`src/hw/clock_source_config_regs.svh`:
```
// register offsets, field positions, reset values and timing counts for clock source control
`ifndef CLOCK_SOURCE_CONFIG_REGS_SVH
`define CLOCK_SOURCE_CONFIG_REGS_SVH

`define CLK_CFG_ADDR 8'hF8
`define CLK_CFG_RESET 8'h00
`define CLK_CFG_RESUME_BIT 7
`define CLK_CFG_WAKE_MSB 6
`define CLK_CFG_WAKE_LSB 4
`define CLK_CFG_LSR_DIS_BIT 3
`define CLK_CFG_TUNE_BIT 2
`define CLK_CFG_OUT_DIS_BIT 1
`define CLK_CFG_EXT_EN_BIT 0
`define FETCH_START_ADDR 16'h0000

`define SYS_CLK_MHZ 100
`define RESUME_LONG_US 4000
`define RESUME_SHORT_US 128
`define RESUME_INT_US 8
`define INT_OSC_START_US 1
`define RESUME_LONG_CYC (`RESUME_LONG_US * `SYS_CLK_MHZ)
`define RESUME_SHORT_CYC (`RESUME_SHORT_US * `SYS_CLK_MHZ)
`define RESUME_INT_CYC ((`RESUME_INT_US + `INT_OSC_START_US) * `SYS_CLK_MHZ)
`define SUPPLY_SETTLE_US 4000
`define SUPPLY_SETTLE_CYC (`SUPPLY_SETTLE_US * `SYS_CLK_MHZ)

`endif

```
`src/hw/clock_source_config_pkg.sv`:
```
// shared types for clock source control
package clock_source_config_pkg;
    typedef struct packed {
        logic resume_long;
        logic [2:0] wake_adjust;
        logic lsr_disable;
        logic tune_enable;
        logic out_disable;
        logic ext_enable;
    } clk_cfg_type;

    typedef enum {
        ST_INT_RUN,
        ST_SWITCH_STOP,
        ST_EXT_WAIT,
        ST_RESUME_DELAY,
        ST_EXT_RUN,
        ST_SUSPEND,
        ST_SETTLE
    } clk_state_type;
endpackage : clock_source_config_pkg

```
`src/hw/clock_source_config_ctrl.sv`:
```
// clock source configuration register and internal/external switch sequencer
`timescale 1ns/1ps
`include "clock_source_config_regs.svh"
module clock_source_config_ctrl
    import clock_source_config_pkg::*;
#(
    parameter int RESUME_LONG_CYCLES = `RESUME_LONG_CYC,
    parameter int SUPPLY_SETTLE_CYCLES = `SUPPLY_SETTLE_CYC,
    parameter int CNT_W = 20
) (
    input wire logic i_sys_clk,
    input wire logic i_rst,
    input wire logic i_brownout_reset,
    input wire logic i_watchdog_reset,
    input wire logic i_low_supply,
    input wire logic i_io_wr,
    input wire logic [7:0] i_io_addr,
    input wire logic [7:0] i_io_wdata,
    output logic [7:0] o_io_rdata,
    input wire logic i_suspend_req,
    input wire logic i_wake,
    input wire logic i_ext_osc_stable,
    input wire logic i_osc_in_pin,
    input wire logic i_usb_traffic,
    input wire logic i_int_clk_phase,
    output logic o_int_osc_en,
    output logic o_ext_osc_en,
    output logic o_chip_clk_en,
    output logic o_cpu_stall,
    output logic o_fetch_restart,
    output logic [15:0] o_fetch_addr,
    output logic o_low_supply_reset_en,
    output logic o_tune_active,
    output logic [2:0] o_wake_period,
    output logic o_osc_out_pin,
    output logic o_osc_in_pulldown,
    output logic o_aux_port_bit_one,
    output logic o_use_ext_clk
);
    clk_cfg_type cfg_ff;
    clk_cfg_type nxt_cfg;
    clk_state_type state_ff;
    clk_state_type nxt_state;
    logic ext_mode_ff;
    logic nxt_ext_mode;
    logic tuned_ff;
    logic [7:0] rdata_ff;
    logic stall_ff;
    logic chip_clk_en_ff;
    logic int_osc_en_ff;
    logic ext_osc_en_ff;
    logic restart_ff;
    logic out_pin_ff;
    logic aux_ff;
    logic lsr_en_ff;
    logic cfg_hit;
    logic wr_ext_rise;
    logic osc_in_sync;
    logic stable_sync;
    logic low_supply_sync;
    logic traffic_sync;
    logic load;
    logic [CNT_W-1:0] load_count;
    logic cnt_busy;
    logic cnt_done;
    logic supply_trip;
    logic settle_arm_ff;

    function automatic logic [CNT_W-1:0] resume_cycles(input logic ext, input logic long_dly);
        if (!ext) begin
            resume_cycles = CNT_W'(`RESUME_INT_CYC);
        end else if (long_dly) begin
            resume_cycles = CNT_W'(RESUME_LONG_CYCLES);
        end else begin
            resume_cycles = CNT_W'(`RESUME_SHORT_CYC);
        end
    endfunction : resume_cycles

    // pin and analog-side levels cross into the system clock here
    pin_sync #(
        .WIDTH(4)
    ) u_sync (
        .i_sys_clk(i_sys_clk),
        .i_rst(i_rst),
        .i_async({i_osc_in_pin, i_ext_osc_stable, i_low_supply, i_usb_traffic}),
        .o_sync({osc_in_sync, stable_sync, low_supply_sync, traffic_sync})
    );

    delay_counter #(
        .WIDTH(CNT_W)
    ) u_delay (
        .i_sys_clk(i_sys_clk),
        .i_rst(i_rst),
        .i_load(load),
        .i_count(load_count),
        .o_busy(cnt_busy),
        .o_done(cnt_done)
    );

    assign cfg_hit = i_io_wr && (i_io_addr == `CLK_CFG_ADDR);
    assign wr_ext_rise = cfg_hit && i_io_wdata[`CLK_CFG_EXT_EN_BIT] && !ext_mode_ff;
    assign supply_trip = low_supply_sync && !cfg_ff.lsr_disable && state_ff != ST_SUSPEND;

    // register write; watchdog clears only the stored enable, not the mode
    always_comb begin
        nxt_cfg = cfg_ff;
        if (cfg_hit) begin
            nxt_cfg = clk_cfg_type'(i_io_wdata);
        end
        // a low-supply trip is a reset of its own, so the register clears
        if (supply_trip) begin
            nxt_cfg = clk_cfg_type'(`CLK_CFG_RESET);
        end
        if (i_watchdog_reset) begin
            nxt_cfg.ext_enable = 1'b0;
        end
    end

    always_comb begin
        nxt_state = state_ff;
        nxt_ext_mode = ext_mode_ff;
        load = 1'b0;
        load_count = '0;
        case (state_ff)
            ST_INT_RUN: begin
                if (supply_trip) begin
                    nxt_state = ST_SETTLE;
                    load = 1'b1;
                    load_count = CNT_W'(SUPPLY_SETTLE_CYCLES);
                end else if (i_suspend_req) begin
                    nxt_state = ST_SUSPEND;
                end else if (wr_ext_rise) begin
                    nxt_state = ST_SWITCH_STOP;
                end
            end
            ST_SWITCH_STOP: begin
                nxt_ext_mode = 1'b1;
                nxt_state = ST_EXT_WAIT;
            end
            ST_EXT_WAIT: begin
                if (stable_sync) begin
                    nxt_state = ST_RESUME_DELAY;
                    load = 1'b1;
                    load_count = resume_cycles(1'b1, cfg_ff.resume_long);
                end
            end
            ST_RESUME_DELAY: begin
                if (cnt_done || !cnt_busy && !load) begin
                    nxt_state = ext_mode_ff ? ST_EXT_RUN : ST_INT_RUN;
                end
            end
            ST_EXT_RUN: begin
                // a cleared enable is ignored here, only a supply trip or suspend leaves external mode
                if (supply_trip) begin
                    nxt_ext_mode = 1'b0;
                    nxt_state = ST_SETTLE;
                    load = 1'b1;
                    load_count = CNT_W'(SUPPLY_SETTLE_CYCLES);
                end else if (i_suspend_req) begin
                    nxt_state = ST_SUSPEND;
                end
            end
            ST_SUSPEND: begin
                if (i_wake) begin
                    nxt_ext_mode = cfg_ff.ext_enable;
                    if (cfg_ff.ext_enable) begin
                        nxt_state = ST_EXT_WAIT;
                    end else begin
                        nxt_state = ST_RESUME_DELAY;
                        load = 1'b1;
                        load_count = resume_cycles(1'b0, cfg_ff.resume_long);
                    end
                end
            end
            ST_SETTLE: begin
                if (settle_arm_ff) begin
                    // brownout entry bypasses this decode, so the count starts here
                    load = 1'b1;
                    load_count = CNT_W'(SUPPLY_SETTLE_CYCLES);
                end else if (cnt_done) begin
                    nxt_state = ST_INT_RUN;
                end
            end
            default: begin
                nxt_state = ST_INT_RUN;
            end
        endcase
    end

    always_ff @(posedge i_sys_clk or posedge i_rst) begin
        if (i_rst) begin
            cfg_ff <= clk_cfg_type'(`CLK_CFG_RESET);
            state_ff <= ST_INT_RUN;
            ext_mode_ff <= 1'b0;
        end else if (i_brownout_reset) begin
            cfg_ff <= clk_cfg_type'(`CLK_CFG_RESET);
            state_ff <= ST_SETTLE;
            ext_mode_ff <= 1'b0;
        end else begin
            cfg_ff <= nxt_cfg;
            // watchdog keeps the active mode and adds no wait
            state_ff <= nxt_state;
            ext_mode_ff <= nxt_ext_mode;
        end
    end

    // marks the first settle cycle after a brownout so the counter gets loaded
    always_ff @(posedge i_sys_clk or posedge i_rst) begin
        if (i_rst) begin
            settle_arm_ff <= 1'b0;
        end else begin
            settle_arm_ff <= i_brownout_reset;
        end
    end

    always_ff @(posedge i_sys_clk or posedge i_rst) begin
        if (i_rst) begin
            tuned_ff <= 1'b0;
        end else if (!cfg_ff.tune_enable || ext_mode_ff) begin
            tuned_ff <= 1'b0;
        end else if (traffic_sync) begin
            tuned_ff <= 1'b1;
        end
    end

    logic run_next;
    logic asleep_next;
    logic nxt_stall;
    logic nxt_chip_clk_en;
    logic nxt_int_osc_en;
    logic nxt_ext_osc_en;
    logic nxt_restart;
    logic nxt_out_pin;
    logic nxt_aux;
    logic nxt_lsr_en;
    logic [7:0] nxt_rdata;

    assign run_next = nxt_state == ST_INT_RUN || nxt_state == ST_EXT_RUN;
    assign asleep_next = nxt_state == ST_SUSPEND;
    // a brownout overrides the decode: core held, internal clock on, external off
    assign nxt_stall = i_brownout_reset || !run_next;
    assign nxt_chip_clk_en = i_brownout_reset
        || (nxt_state != ST_SWITCH_STOP && nxt_state != ST_EXT_WAIT && !asleep_next);
    assign nxt_int_osc_en = i_brownout_reset || (!nxt_ext_mode && !asleep_next);
    assign nxt_ext_osc_en = !i_brownout_reset && nxt_ext_mode && !asleep_next;
    assign nxt_restart = !i_brownout_reset && state_ff == ST_SETTLE
        && nxt_state == ST_INT_RUN;
    // output pin follows the internal clock only when enabled in internal mode
    assign nxt_out_pin = ext_mode_ff ? 1'b0 : (cfg_ff.out_disable | i_int_clk_phase);
    assign nxt_aux = ext_mode_ff ? 1'b0 : osc_in_sync;
    assign nxt_lsr_en = !cfg_ff.lsr_disable && state_ff != ST_SUSPEND;
    assign nxt_rdata = (i_io_addr == `CLK_CFG_ADDR) ? cfg_ff : 8'h00;

    // clock and stall controls
    always_ff @(posedge i_sys_clk or posedge i_rst) begin
        if (i_rst) begin
            stall_ff <= 1'b0;
            chip_clk_en_ff <= 1'b1;
            int_osc_en_ff <= 1'b1;
            ext_osc_en_ff <= 1'b0;
            restart_ff <= 1'b0;
        end else begin
            stall_ff <= nxt_stall;
            chip_clk_en_ff <= nxt_chip_clk_en;
            int_osc_en_ff <= nxt_int_osc_en;
            ext_osc_en_ff <= nxt_ext_osc_en;
            restart_ff <= nxt_restart;
        end
    end

    // read data and pin-side levels
    always_ff @(posedge i_sys_clk or posedge i_rst) begin
        if (i_rst) begin
            rdata_ff <= 8'h00;
            out_pin_ff <= 1'b0;
            aux_ff <= 1'b0;
            lsr_en_ff <= 1'b1;
        end else begin
            rdata_ff <= nxt_rdata;
            out_pin_ff <= nxt_out_pin;
            aux_ff <= nxt_aux;
            lsr_en_ff <= nxt_lsr_en;
        end
    end

    assign o_io_rdata = rdata_ff;
    assign o_cpu_stall = stall_ff;
    assign o_chip_clk_en = chip_clk_en_ff;
    assign o_int_osc_en = int_osc_en_ff;
    assign o_ext_osc_en = ext_osc_en_ff;
    assign o_fetch_restart = restart_ff;
    assign o_fetch_addr = `FETCH_START_ADDR;
    assign o_low_supply_reset_en = lsr_en_ff;
    assign o_tune_active = tuned_ff;
    // the wake timer itself lives elsewhere; this only holds its period select
    assign o_wake_period = cfg_ff.wake_adjust;
    assign o_osc_out_pin = out_pin_ff;
    // pull-down only in internal mode; no interrupt path exists from this input
    assign o_osc_in_pulldown = !ext_mode_ff;
    assign o_aux_port_bit_one = aux_ff;
    assign o_use_ext_clk = ext_mode_ff;
endmodule : clock_source_config_ctrl

```
`src/hw/pin_sync.sv`:
```
// two-flop synchroniser for pin inputs
`timescale 1ns/1ps
module pin_sync #(
    parameter int WIDTH = 1
) (
    input wire logic i_sys_clk,
    input wire logic i_rst,
    input wire logic [WIDTH-1:0] i_async,
    output logic [WIDTH-1:0] o_sync
);
    logic [WIDTH-1:0] meta_ff;
    logic [WIDTH-1:0] sync_ff;

    always_ff @(posedge i_sys_clk or posedge i_rst) begin
        if (i_rst) begin
            meta_ff <= '0;
            sync_ff <= '0;
        end else begin
            meta_ff <= i_async;
            sync_ff <= meta_ff;
        end
    end

    assign o_sync = sync_ff;
endmodule : pin_sync

```
`src/hw/delay_counter.sv`:
```
// loadable down-counter that holds a busy level until it reaches zero
`timescale 1ns/1ps
module delay_counter #(
    parameter int WIDTH = 20
) (
    input wire logic i_sys_clk,
    input wire logic i_rst,
    input wire logic i_load,
    input wire logic [WIDTH-1:0] i_count,
    output logic o_busy,
    output logic o_done
);
    logic [WIDTH-1:0] count_ff;
    logic [WIDTH-1:0] nxt_count;
    logic busy_ff;
    logic done_ff;
    logic at_one;

    assign at_one = (count_ff == WIDTH'(1));
    assign nxt_count = i_load ? i_count : (busy_ff ? count_ff - WIDTH'(1) : count_ff);

    always_ff @(posedge i_sys_clk or posedge i_rst) begin
        if (i_rst) begin
            count_ff <= '0;
            busy_ff <= 1'b0;
            done_ff <= 1'b0;
        end else begin
            count_ff <= nxt_count;
            busy_ff <= i_load ? (i_count != '0) : (busy_ff && !at_one);
            done_ff <= !i_load && busy_ff && at_one;
        end
    end

    assign o_busy = busy_ff;
    assign o_done = done_ff;
endmodule : delay_counter

```
`config.mk`:
```
export PLATFORM = sky130hd
export DESIGN_NAME = clock_source_config_ctrl
export DESIGN_NICKNAME = d
export VERILOG_FILES = /design/src/hw/clock_source_config_pkg.sv /design/src/hw/clock_source_config_ctrl.sv /design/src/hw/pin_sync.sv /design/src/hw/delay_counter.sv
export VERILOG_INCLUDE_DIRS = /design/src /design/src/hw
export SDC_FILE = /design/constraint.sdc
export NUM_CORES = 1
export LEC_CHECK = 0
export BUFFER_PORTS_ARGS = -buffer_cell sky130_fd_sc_hd__buf_2
export CORE_ASPECT_RATIO = 1.1
export CORE_MARGIN = 5
export CORE_UTILIZATION = 25
export CTS_BUF_LIST = sky130_fd_sc_hd__clkbuf_16
export CTS_CLUSTER_SIZE = 10
export DETAILED_ROUTE_END_ITERATION = 6
export PLACE_DENSITY_LB_ADDON = 0.15
export SYNTH_ARGS = -nofsm -noshare
export SYNTH_HDL_FRONTEND = slang
export SYNTH_SLANG_ARGS = --single-unit
export TNS_END_PERCENT = 50
```
`constraint.sdc`:
```
create_clock -name i_sys_clk -period 3.3 [get_ports i_sys_clk]
set_input_delay 0.165 -clock i_sys_clk [delete_from_list [all_inputs] [get_ports i_sys_clk]]
set_output_delay 0.165 -clock i_sys_clk [all_outputs]
set_load 0.01 [all_outputs]
```
; Word level (Yosys, flattened, before mapping)
; Cells that the tools add are included.
; Widths: inputs -> output; s select.
[word_totals]
word_cells = 123
reg_bits = 89
in_bits = 28
[classes]
add_sub_neg = 1
eq_ne = 14
bitwise_logic = 1
reduce_logical = 40
mux = 43
[ops]
columns = cell, count
row1 = $mux 32, 11
row2 = $pmux 32 s7, 1
row3 = $eq 32x3->1 const B, 3
row4 = $eq 32x4->1 const B, 3
row5 = $mux 19, 4
row6 = $pmux 19 s4, 1
row7 = $eq 32x2->1 const B, 2
row8 = $logic_not 32->1, 2
row9 = $mux 20, 2
row10 = $eq 32x1->1 const B, 1
row11 = $mux 8, 4
row12 = $ne 32x2->1 const B, 1
row13 = $ne 32x3->1 const B, 1
row14 = $ne 32x4->1 const B, 1
row15 = $eq 20x1->1 const B, 1
row16 = $mux 10, 2
row17 = $reduce_bool 20->1, 1
row18 = $sub 20x1->20 const B, 1
row19 = $logic_and 1x1->1, 16
row20 = $mux 1, 15
row21 = $logic_not 1->1, 10
row22 = $eq 8x8->1 const B, 1
row23 = $logic_or 1x1->1, 6
row24 = $pmux 1 s4, 1
row25 = 7 further kinds, 8

; Longest topological paths before layout
; Gate-level depths: netlist (run 1).
[logic_depth]
word_depth = 12
depth_mapped = 7
depth_no_buf = 7

; Hierarchy
; A second synthesis (run 1) with hierarchy kept.
[unflattened]
hier_cells = 352
hier_area_um2 = 3976.3
[by_module_without_submodules]
columns = module, instances, cells_per_inst, area_per_inst_um2, seq_area_each_um2
row1 = clock_source_config_ctrl, 1, 195, 2442.3, 1480.2
row2 = delay_counter, 1, 148, 1330.0, 550.5
row3 = pin_sync, 1, 9, 203.9, 200.2

; Worst setup path after synthesis (run 1)
; No wires, ideal clock.
[synth_timing]
kind = reg2reg
startpoint = register u_delay.count_ff[4]
endpoint = register u_delay.count_ff[17]
path_buffers = 0
synth_period_minus_slack_ns = 1.961
setup_slack_ns = 1.339
path_stages_with_launch = 6
required_ns = 3.171
t_arrival_ns = 1.832
setup_time_ns = 0.129
path_cell_list = dfrtp_1 > or4_4 > nand2b_4 > or4_4 > xor2_1 > o21ai_2
[synth_between]
elab_chain_cells = 3
[synth_rtl]
columns = element, line_no
row1 = start: declaration, delay_counter.sv:13  ; logic [WIDTH-1:0] count_ff;
row2 = start signal: assignment, delay_counter.sv:28  ; count_ff <= nxt_count;
row3 = $sub 20x1->20, delay_counter.sv:20  ; assign nxt_count = i_load ? i_count : (busy_ff ? count_ff - WIDTH'(1) : count_ff);
row4 = $mux 20 (2 in series), delay_counter.sv:20
; No other way between the ends. The select of a mux whose other input is x is not followed.
; A chain may end at the register's enable or synchronous reset.

; Final worst setup path (run 1)
[layout_timing]
startpoint = register state_ff[4]
endpoint = register cfg_ff[0] (netlist name)
[layout_between]
elab_chain_cells = 5
[layout_rtl]
columns = element, line_no
row1 = start: declaration, clock_source_config_ctrl.sv:42  ; clk_state_type state_ff;
row2 = start signal: assignment, clock_source_config_ctrl.sv:202  ; state_ff <= nxt_state;
row3 = $ne 32x4->1 *, clock_source_config_ctrl.sv:102  ; assign supply_trip = low_supply_sync && !cfg_ff.lsr_disable && state_ff != ST_SUSPEND;
row4 = $logic_and 1x1->1 *, clock_source_config_ctrl.sv:102
row5 = $mux 8, clock_source_config_ctrl.sv:111  ; if (supply_trip) begin
row6 = $mux 1, clock_source_config_ctrl.sv:114  ; if (i_watchdog_reset) begin
row7 = $mux 8, clock_source_config_ctrl.sv:195  ; end else if (i_brownout_reset) begin
row8 = end signal: assignment, clock_source_config_ctrl.sv:192  ; cfg_ff <= clk_cfg_type'(`CLK_CFG_RESET);
row9 = end signal: assignment, clock_source_config_ctrl.sv:196  ; cfg_ff <= clk_cfg_type'(`CLK_CFG_RESET);
row10 = end signal: assignment, clock_source_config_ctrl.sv:200  ; cfg_ff <= nxt_cfg;
row11 = end: declaration, clock_source_config_ctrl.sv:40  ; clk_cfg_type cfg_ff;
; Every way passes the cells marked *; elsewhere a longest branch is shown, timed or not.

==> results.cfg, run 1 <==
[outcome]
run_status = finished clean

[placement]
placement.cell_area_sq_mm = 0.00417
numPortBuffers = 49
gpl.final_weighted_congestion = 0.759
place_hpwl_mm = 5.51
pre_cts_ws_ns = 1.13

[sta]
finClkSkew_ns = 0.00835
setup_total_negative_slack_ns = 0
tightestPinTransition_ns = 0.735
final-setup-viol-count = 0
finalCriticalPeriod_ns = 2.18
timing.slew.headroom_pct = 50.9
fin_ws_ns = 1.12
maximum_clock_rate_mhz = 458
timing_max_transition_violations_final = 0
report.final.hold_viol_count = 0
post-route-period-util_pct = 66.2
grt_setup_unrepaired = false

[power]
internal_power_mw = 1.66
power.clock.fraction_pct = 43.0
vdd_ir_drop_max_v = 0.000259
pwr_density_cell_mw_per_mm2 = 478
sequential_share_of_power_pct = 52.5
power.net_switching_mw = 0.491
comb_power_share_pct = 4.4
leakage_nw = 2.06
switching_fraction_of_total_power_pct = 22.8

[min_path]
hp-start = i_int_clk_phase
hold-path-endpoint = o_osc_out_pin
hold_class = input pin to flop
hold_depth = 3

[synthesis]
yosysSeqAreaShare_pct = 61.0
syn-cell-area_sq_mm = 0.00365
yosys.area.top_type = sky130_fd_sc_hd__dfrtp_1
netlist_instances = 317
synth_async_sr_flop_share_pct = 100
postSynth.topFlopCell = sky130_fd_sc_hd__dfrtp_1
synth_top_cell_area_share_pct = 58.9
synth_enable_flop_cells = 0
yosys_warnings = 0
synth_top_area_cells = sky130_fd_sc_hd__dfrtp_1 (59%), sky130_fd_sc_hd__buf_4 (3.9%), sky130_fd_sc_hd__nor2_1 (2.7%)
total_of_flip_flops_plus_latches_after_synthesis = 89
synth_cell_types = 55
avgSynthCellArea_sq_um = 11.5

[setup_path]
worst_r2r_startpoint = state_ff[4]
worst_ep_required_time_ns = 3.54
critical_path.reg2reg.endpoint = cfg_ff[0]
critical_path_peak_fanout = 9
register_to_register_setup_slack_ns = 1.12
criticalPathCategory = flop to flop
crit_arrival_ns = 2.42
timing.critical_path.from_type = flop
logic_depth_of_the_worst_register_to_register_path = 6
setup.worst_path.end_class = flop

[final_layout]
post-route-cell-area_sq_mm = 0.00450
layout_commonest_cell = sky130_fd_sc_hd__dfrtp_1
fillCellCount = 1508
fin_util_pct = 31.3
ant_diodes = 0
final_layout_size_suffix_gt1_share_pct = 20.3
flow.area_growth_from_synthesis_pct = 23.2
mostFrequentLayoutCells = sky130_fd_sc_hd__dfrtp_1 (86), sky130_fd_sc_hd__buf_2 (49), sky130_fd_sc_hd__conb_1 (45), sky130_fd_sc_hd__nor2_1 (26), sky130_fd_sc_hd__nand2_1 (24)
nNetsFinal = 434

[clock_network]
tritoncts = built
clock-root-buffer = sky130_fd_sc_hd__clkbuf_16
cts_made_buffers = 9
cts_sinks = 89
worstSkewPairLatency_ns = 0.33
post_cts.repair.setup_buffers = 0
worst_setup_hold_path_clk_slew_ns = 0.06
number_of_buffers_on_the_longest_clock_path = 2
cts_htree_levels = 3

[global_routing]
first_global_vias = 2489
maximum_number_of_pins_on_one_net_before_global_route_repair = 48
globalRouteOverflowTotal = 0
antenna_violations_before_repair = 0
global_route_usage_over_all_layers_pct = 9.64
wire_length_of_the_first_global_routing_pass_mm = 13.2

[detailed_routing]
routed_wl_mm = 7.69
detail-route-antenna-nets = 0
drt-pass1-iter-count = 5
routed_via_count = 2426
routed_wire_length_per_instance_um = 12.8
vias_per_cell = 4.04
remaining_drc_errors = 0
drt-initial-drc-count = 64

[die]
die_area_sq_mm = 0.0171
io-pin-count = 66
placementRows = 46
chipWidth_um = 125
initial_utilization_pct = 25.4
core_ar_sq_mm = 0.0144
die_height_um = 137

[run]
maxCapViolCount = 0
repair_timing:
item,in CTS,in global routing
hold buffers,6,0
endpoints found under the hold margin,45,0
gates resized for setup,0,0
through the flow:
stage | hold WS, ns | std cells | power (mW)
final | 0.0566 | 601 | 2.15
after detailed placement | 0.275 | 579 | 1.24
after global routing | 0.0495 | 601 | 2.26
after floorplan | 0.196 | 361 | 1.22
after CTS | 0.0379 | 601 | 2.20
after global placement | 0.275 | 579 | 1.24
cell type report:
type                       instances  area (sq um)  area share [%]
clock buffer                       9           225            5.00
clock inverter                     7          45.0            1.00
inverter                          10          38.8           0.861
multi-input combinational        235          1380            30.5
sequential                        89          2230            49.5
tap                              192           240            5.33
timing repair buffer              59           348            7.72
Yosys cell counts (all sizes together), types with 4 or more instances:
master / instances
buf: 22
nor3b: 4
nor3: 7
a21o: 6
inv: 10
and2: 9
o21ai: 10
nor2: 26
xor2: 6
nand3: 14
dfrtp: 86
nand2b: 7
nand2: 24
or4: 4
a21oi: 10
xnor2: 11
clkbuf: 5
nor4: 10
state kept, by name (all words and copies together), names as in the netlist, 3 cells and up:
name / cells
cfg_ff: 5
o_io_rdata: 8
o_wake_period: 3
state_ff: 32
u_delay.count_ff: 20
u_sync.meta_ff: 4
u_sync.o_sync: 4
power groups by stage:
stage                     logic (mW)  clock network (mW)  registers (mW)
after floorplan               0.0700                   0            1.15
after detailed placement      0.0914                   0            1.15
after global placement        0.0912                   0            1.15
final                         0.0952               0.926            1.13
after global routing           0.111                1.02            1.13
after CTS                     0.0972               0.970            1.13
critical path: stages (launching register included):
cell,delay (ns)
sky130_fd_sc_hd__dfrtp_1,0.36
sky130_fd_sc_hd__nor4_1,0.31
sky130_fd_sc_hd__nand4_1,0.23
sky130_fd_sc_hd__nor2_1,0.46
sky130_fd_sc_hd__and3_1,0.28
sky130_fd_sc_hd__o21bai_1,0.21
sky130_fd_sc_hd__nor3_1,0.25
per-layer routing:
metal	GRT usage, %	share of wire (%)	up-vias	wire [um]
met4	3.37	0.79	0	61
met5	0	0	-	0
met2	16.2	52	38	4010
met3	2.73	3.3	6	256
li1	-	-	1210	-
met1	11.9	44	1172	3360
how the worst max path moves through the flow:
stage                            from             to  slack [ns]  depth (start not counted)
after floorplan                 i_rst      cfg_ff[0]        0.83                          1
after global placement    state_ff[2]  o_chip_clk_en        1.11                          6
after detailed placement  state_ff[7]      cfg_ff[2]        1.13                          6
after CTS                 state_ff[4]      cfg_ff[0]        1.09                          6
after global routing      state_ff[2]  o_chip_clk_en        0.88                          6
final                     state_ff[4]      cfg_ff[0]        1.12                          6
cells by family after synthesis:
logic type | share of synthesized area (%)
AND/OR/NAND/NOR | 19.0
flip-flops | 61.0
AO/OA/AOI/OAI | 8.39
buffers and inverters | 5.85
XOR/XNOR | 4.07
multiplexers | 0.822
adder cells (fa/ha/maj) | 0.685
other | 0.103
Note: power is estimated with default switching activity, not from simulation.
==> run 2, diff against run 1 <==
==> constraint.sdc (replaced) <==
create_clock -name i_sys_clk -period 1.8 [get_ports i_sys_clk]
set_input_delay 0.09 -clock i_sys_clk [delete_from_list [all_inputs] [get_ports i_sys_clk]]
set_output_delay 0.09 -clock i_sys_clk [all_outputs]
set_load 0.01 [all_outputs]
==> run 2 against run 1 <==
  * The run now ends with negative setup slack left
  * Sequential share of layout area is 7.9 points lower
  * Non-clock buffer count is 65 higher
  * Clock power is 110% higher
  * Critical path depth is 1 lower
  * Worst setup slack worse by 1.3 ns
  * Combinational power is 150% higher
  * Total power is 97% higher
  * Clock skew is 0.0021 ns lower
  * Highest routed layer unchanged
  * Core utilization is 6.0 points higher
  * Via count is 12% higher
  * Register-to-register slack worse by 1.3 ns
  * Largest cell class unchanged
==> results.cfg, run 2 (synthesis results as in run 1) <==
[setup_path]
setup.worst_path.end_class = flop
logic_depth_of_the_worst_register_to_register_path = 5
crit_path_start = u_delay.count_ff[4]
cpMaxStageDelayCell = sky130_fd_sc_hd__or4_4
timing.critical_path.from_type = flop
criticalPathCategory = flop to flop
register_to_register_setup_slack_ns = -0.18
crit_arrival_ns = 2.21
crit_top_cell = sky130_fd_sc_hd__or4_4
crit_path_cell_trace = or4_4 > nand2b_4 > or4_4 > xor2_1 > o21ai_2
max_stage_delay_ns = 0.57
critical_path.reg2reg.endpoint = u_delay.count_ff[17]
worst_r2r_startpoint = u_delay.count_ff[4]
worst_ep_required_time_ns = 2.03
critical_path_peak_fanout = 3
crit_path_end = u_delay.count_ff[17]

[clock_network]
number_of_buffers_on_the_longest_clock_path = 2
clock-root-buffer = sky130_fd_sc_hd__clkbuf_16
cts_sinks = 89
worst_setup_hold_path_clk_slew_ns = 0.07
cts_made_buffers = 9
cts_htree_levels = 3
worstSkewPairLatency_ns = 0.34
tritoncts = built

[outcome]
failed_checks = negative setup slack
run_status = finished, violations left

[die]
die_area_sq_mm = 0.0171
io-pin-count = 66
die_height_um = 137
placementRows = 46
initial_utilization_pct = 25.4
chipWidth_um = 125
core_ar_sq_mm = 0.0144

[placement]
gpl.final_weighted_congestion = 0.773
placement.cell_area_sq_mm = 0.00451
place_hpwl_mm = 6.18
dp.cells = 624
numPortBuffers = 49

[final_layout]
flow.area_growth_from_synthesis_pct = 46.8
fillCellCount = 1472
final_layout_size_suffix_gt1_share_pct = 38.6
largest_register_ffs = 32
post-route-cell-area_sq_mm = 0.00537
nNetsFinal = 499
mostFrequentLayoutCells = sky130_fd_sc_hd__dfrtp_1 (82), sky130_fd_sc_hd__buf_4 (51), sky130_fd_sc_hd__buf_2 (49), sky130_fd_sc_hd__conb_1 (45), sky130_fd_sc_hd__nand2_1 (23)
ant_diodes = 0
layout_commonest_cell = sky130_fd_sc_hd__dfrtp_1
registers.top_by_ff_count = state_ff
non_filler_cells_in_the_finished_layout = 666

[detailed_routing]
routed_via_count = 2716
detail-route-antenna-nets = 0
routed_wire_length_per_instance_um = 13.1
vias_per_cell = 4.08
routed_wl_mm = 8.71
remaining_drc_errors = 0
drt-initial-drc-count = 131
drt-pass1-iter-count = 4

[sta]
maximum_clock_rate_mhz = 504
post-route-period-util_pct = 110
final-setup-viol-count = 14
timing_max_transition_violations_final = 0
report.final.hold_viol_count = 0
finalCriticalPeriod_ns = 1.98
fin_ws_ns = -0.184
finClkSkew_ns = 0.00620
grt_setup_unrepaired = true
setup_total_negative_slack_ns = -0.927

[global_routing]
global_route_usage_over_all_layers_pct = 10.8
globalRouteOverflowTotal = 0
wire_length_of_the_first_global_routing_pass_mm = 14.4
grt_busiest_layer = met2
groute.layer.met1.usage_pct = 12.6
first_global_vias = 2844
antenna_violations_before_repair = 0
maximum_number_of_pins_on_one_net_before_global_route_repair = 90
groute.layer.met3.usage_pct = 2.15
globalRouteMet2Util_pct = 18.7

[power]
sequential_share_of_power_pct = 49.2
switching_fraction_of_total_power_pct = 23.3
internal_power_mw = 3.24
power.net_switching_mw = 0.983
pwr_density_cell_mw_per_mm2 = 788
power.clock.fraction_pct = 45.2
vdd_ir_drop_max_v = 0.000606
power.total_mw = 4.23
leakage_nw = 2.43
comb_power_share_pct = 5.6

[run]
maxCapViolCount = 0

[min_path]
hold_class = input pin to flop
-- run 2: cell types whose count changed in the layout (fill, tap and decap cells not counted), moves of 4 or more --
cell                            delta
sky130_fd_sc_hd__buf_6             +8
sky130_fd_sc_hd__o21ai_0           -4
sky130_fd_sc_hd__dfrtp_2           +4
sky130_fd_sc_hd__nor2_1            -7
sky130_fd_sc_hd__dlygate4sd3_1     +9
sky130_fd_sc_hd__dfrtp_1           -4
sky130_fd_sc_hd__nor4_1            -8
sky130_fd_sc_hd__nor4_2            +5
sky130_fd_sc_hd__buf_4            +48
sky130_fd_sc_hd__nor2_2            +6
sky130_fd_sc_hd__clkinv_2          -5
-- run 2: how the worst min path moves through the flow --
stage	start	to	slack, ns	depth (start not counted)
finish	i_io_wdata[0]	cfg_ff[0]	0.06	3
global route	i_io_wdata[0]	cfg_ff[0]	0.06	3
CTS	i_io_wdata[0]	cfg_ff[0]	0.04	3
detailed placement	i_low_supply	u_sync.meta_ff[1]	0.20	1
global placement	i_low_supply	u_sync.meta_ff[1]	0.20	1
floorplan	i_brownout_reset	settle_arm_ff	0.12	0
-- run 2: what timing repair did --
item	in CTS	in global routing
hold endpoints to repair	100	0
pin swaps	18	24
buffers inserted	2	9
resized for setup	29	40
hold buffers	15	0
endpoints found under the setup margin	36	36
-- run 2: per-stage QoR --
step | hold WS, ns | util, % | worst slack, ns
2_1_floorplan | 0.121 | - | -0.161
3_3_place_gp | 0.198 | 31.4 | -0.241
3_5_place_dp | 0.199 | 31.4 | -0.240
4_1_cts | 0.0447 | 35.6 | -0.187
5_1_grt | 0.0605 | 37.3 | -0.246
6_report | 0.0577 | 37.3 | -0.184
-- run 2: metal layers --
| metal | up-vias | share of wire [%] | routed length, um |
|---|---|---|---|
| li1 | 1336 | - | - |
| met3 | 12 | 2.6 | 230 |
| met2 | 30 | 53 | 4660 |
| met5 | - | 0 | 0 |
| met4 | 0 | 2.2 | 191 |
| met1 | 1338 | 42 | 3640 |
-- run 2: final cells by class --
type	count	area, sq um	share of cell area, %
Tap cell	192	240	4.48
Clock inverter	7	76.3	1.42
Multi-Input combinational cell	235	1660	30.9
Inverter	10	41.3	0.770
Sequential cell	89	2240	41.7
Clock buffer	9	225	4.20
Timing Repair Buffer	124	888	16.6
-- run 2: worst max-delay path, delay by kind of cell (launching register included) --
kind	cells	cell delay [ns]
simple gates	3	1.25
compound gates	1	0.06
flops	1	0.38
xor+xnor	1	0.17
-- run 2: power by group through the flow --
stage / Clock (mW) / Combinational, mW / Sequential, mW
after floorplan: 0 / 0.129 / 2.10
after global placement: 0 / 0.189 / 2.11
after detailed placement: 0 / 0.190 / 2.11
after CTS: 1.99 / 0.220 / 2.07
after global routing: 2.08 / 0.267 / 2.08
final: 1.91 / 0.236 / 2.08
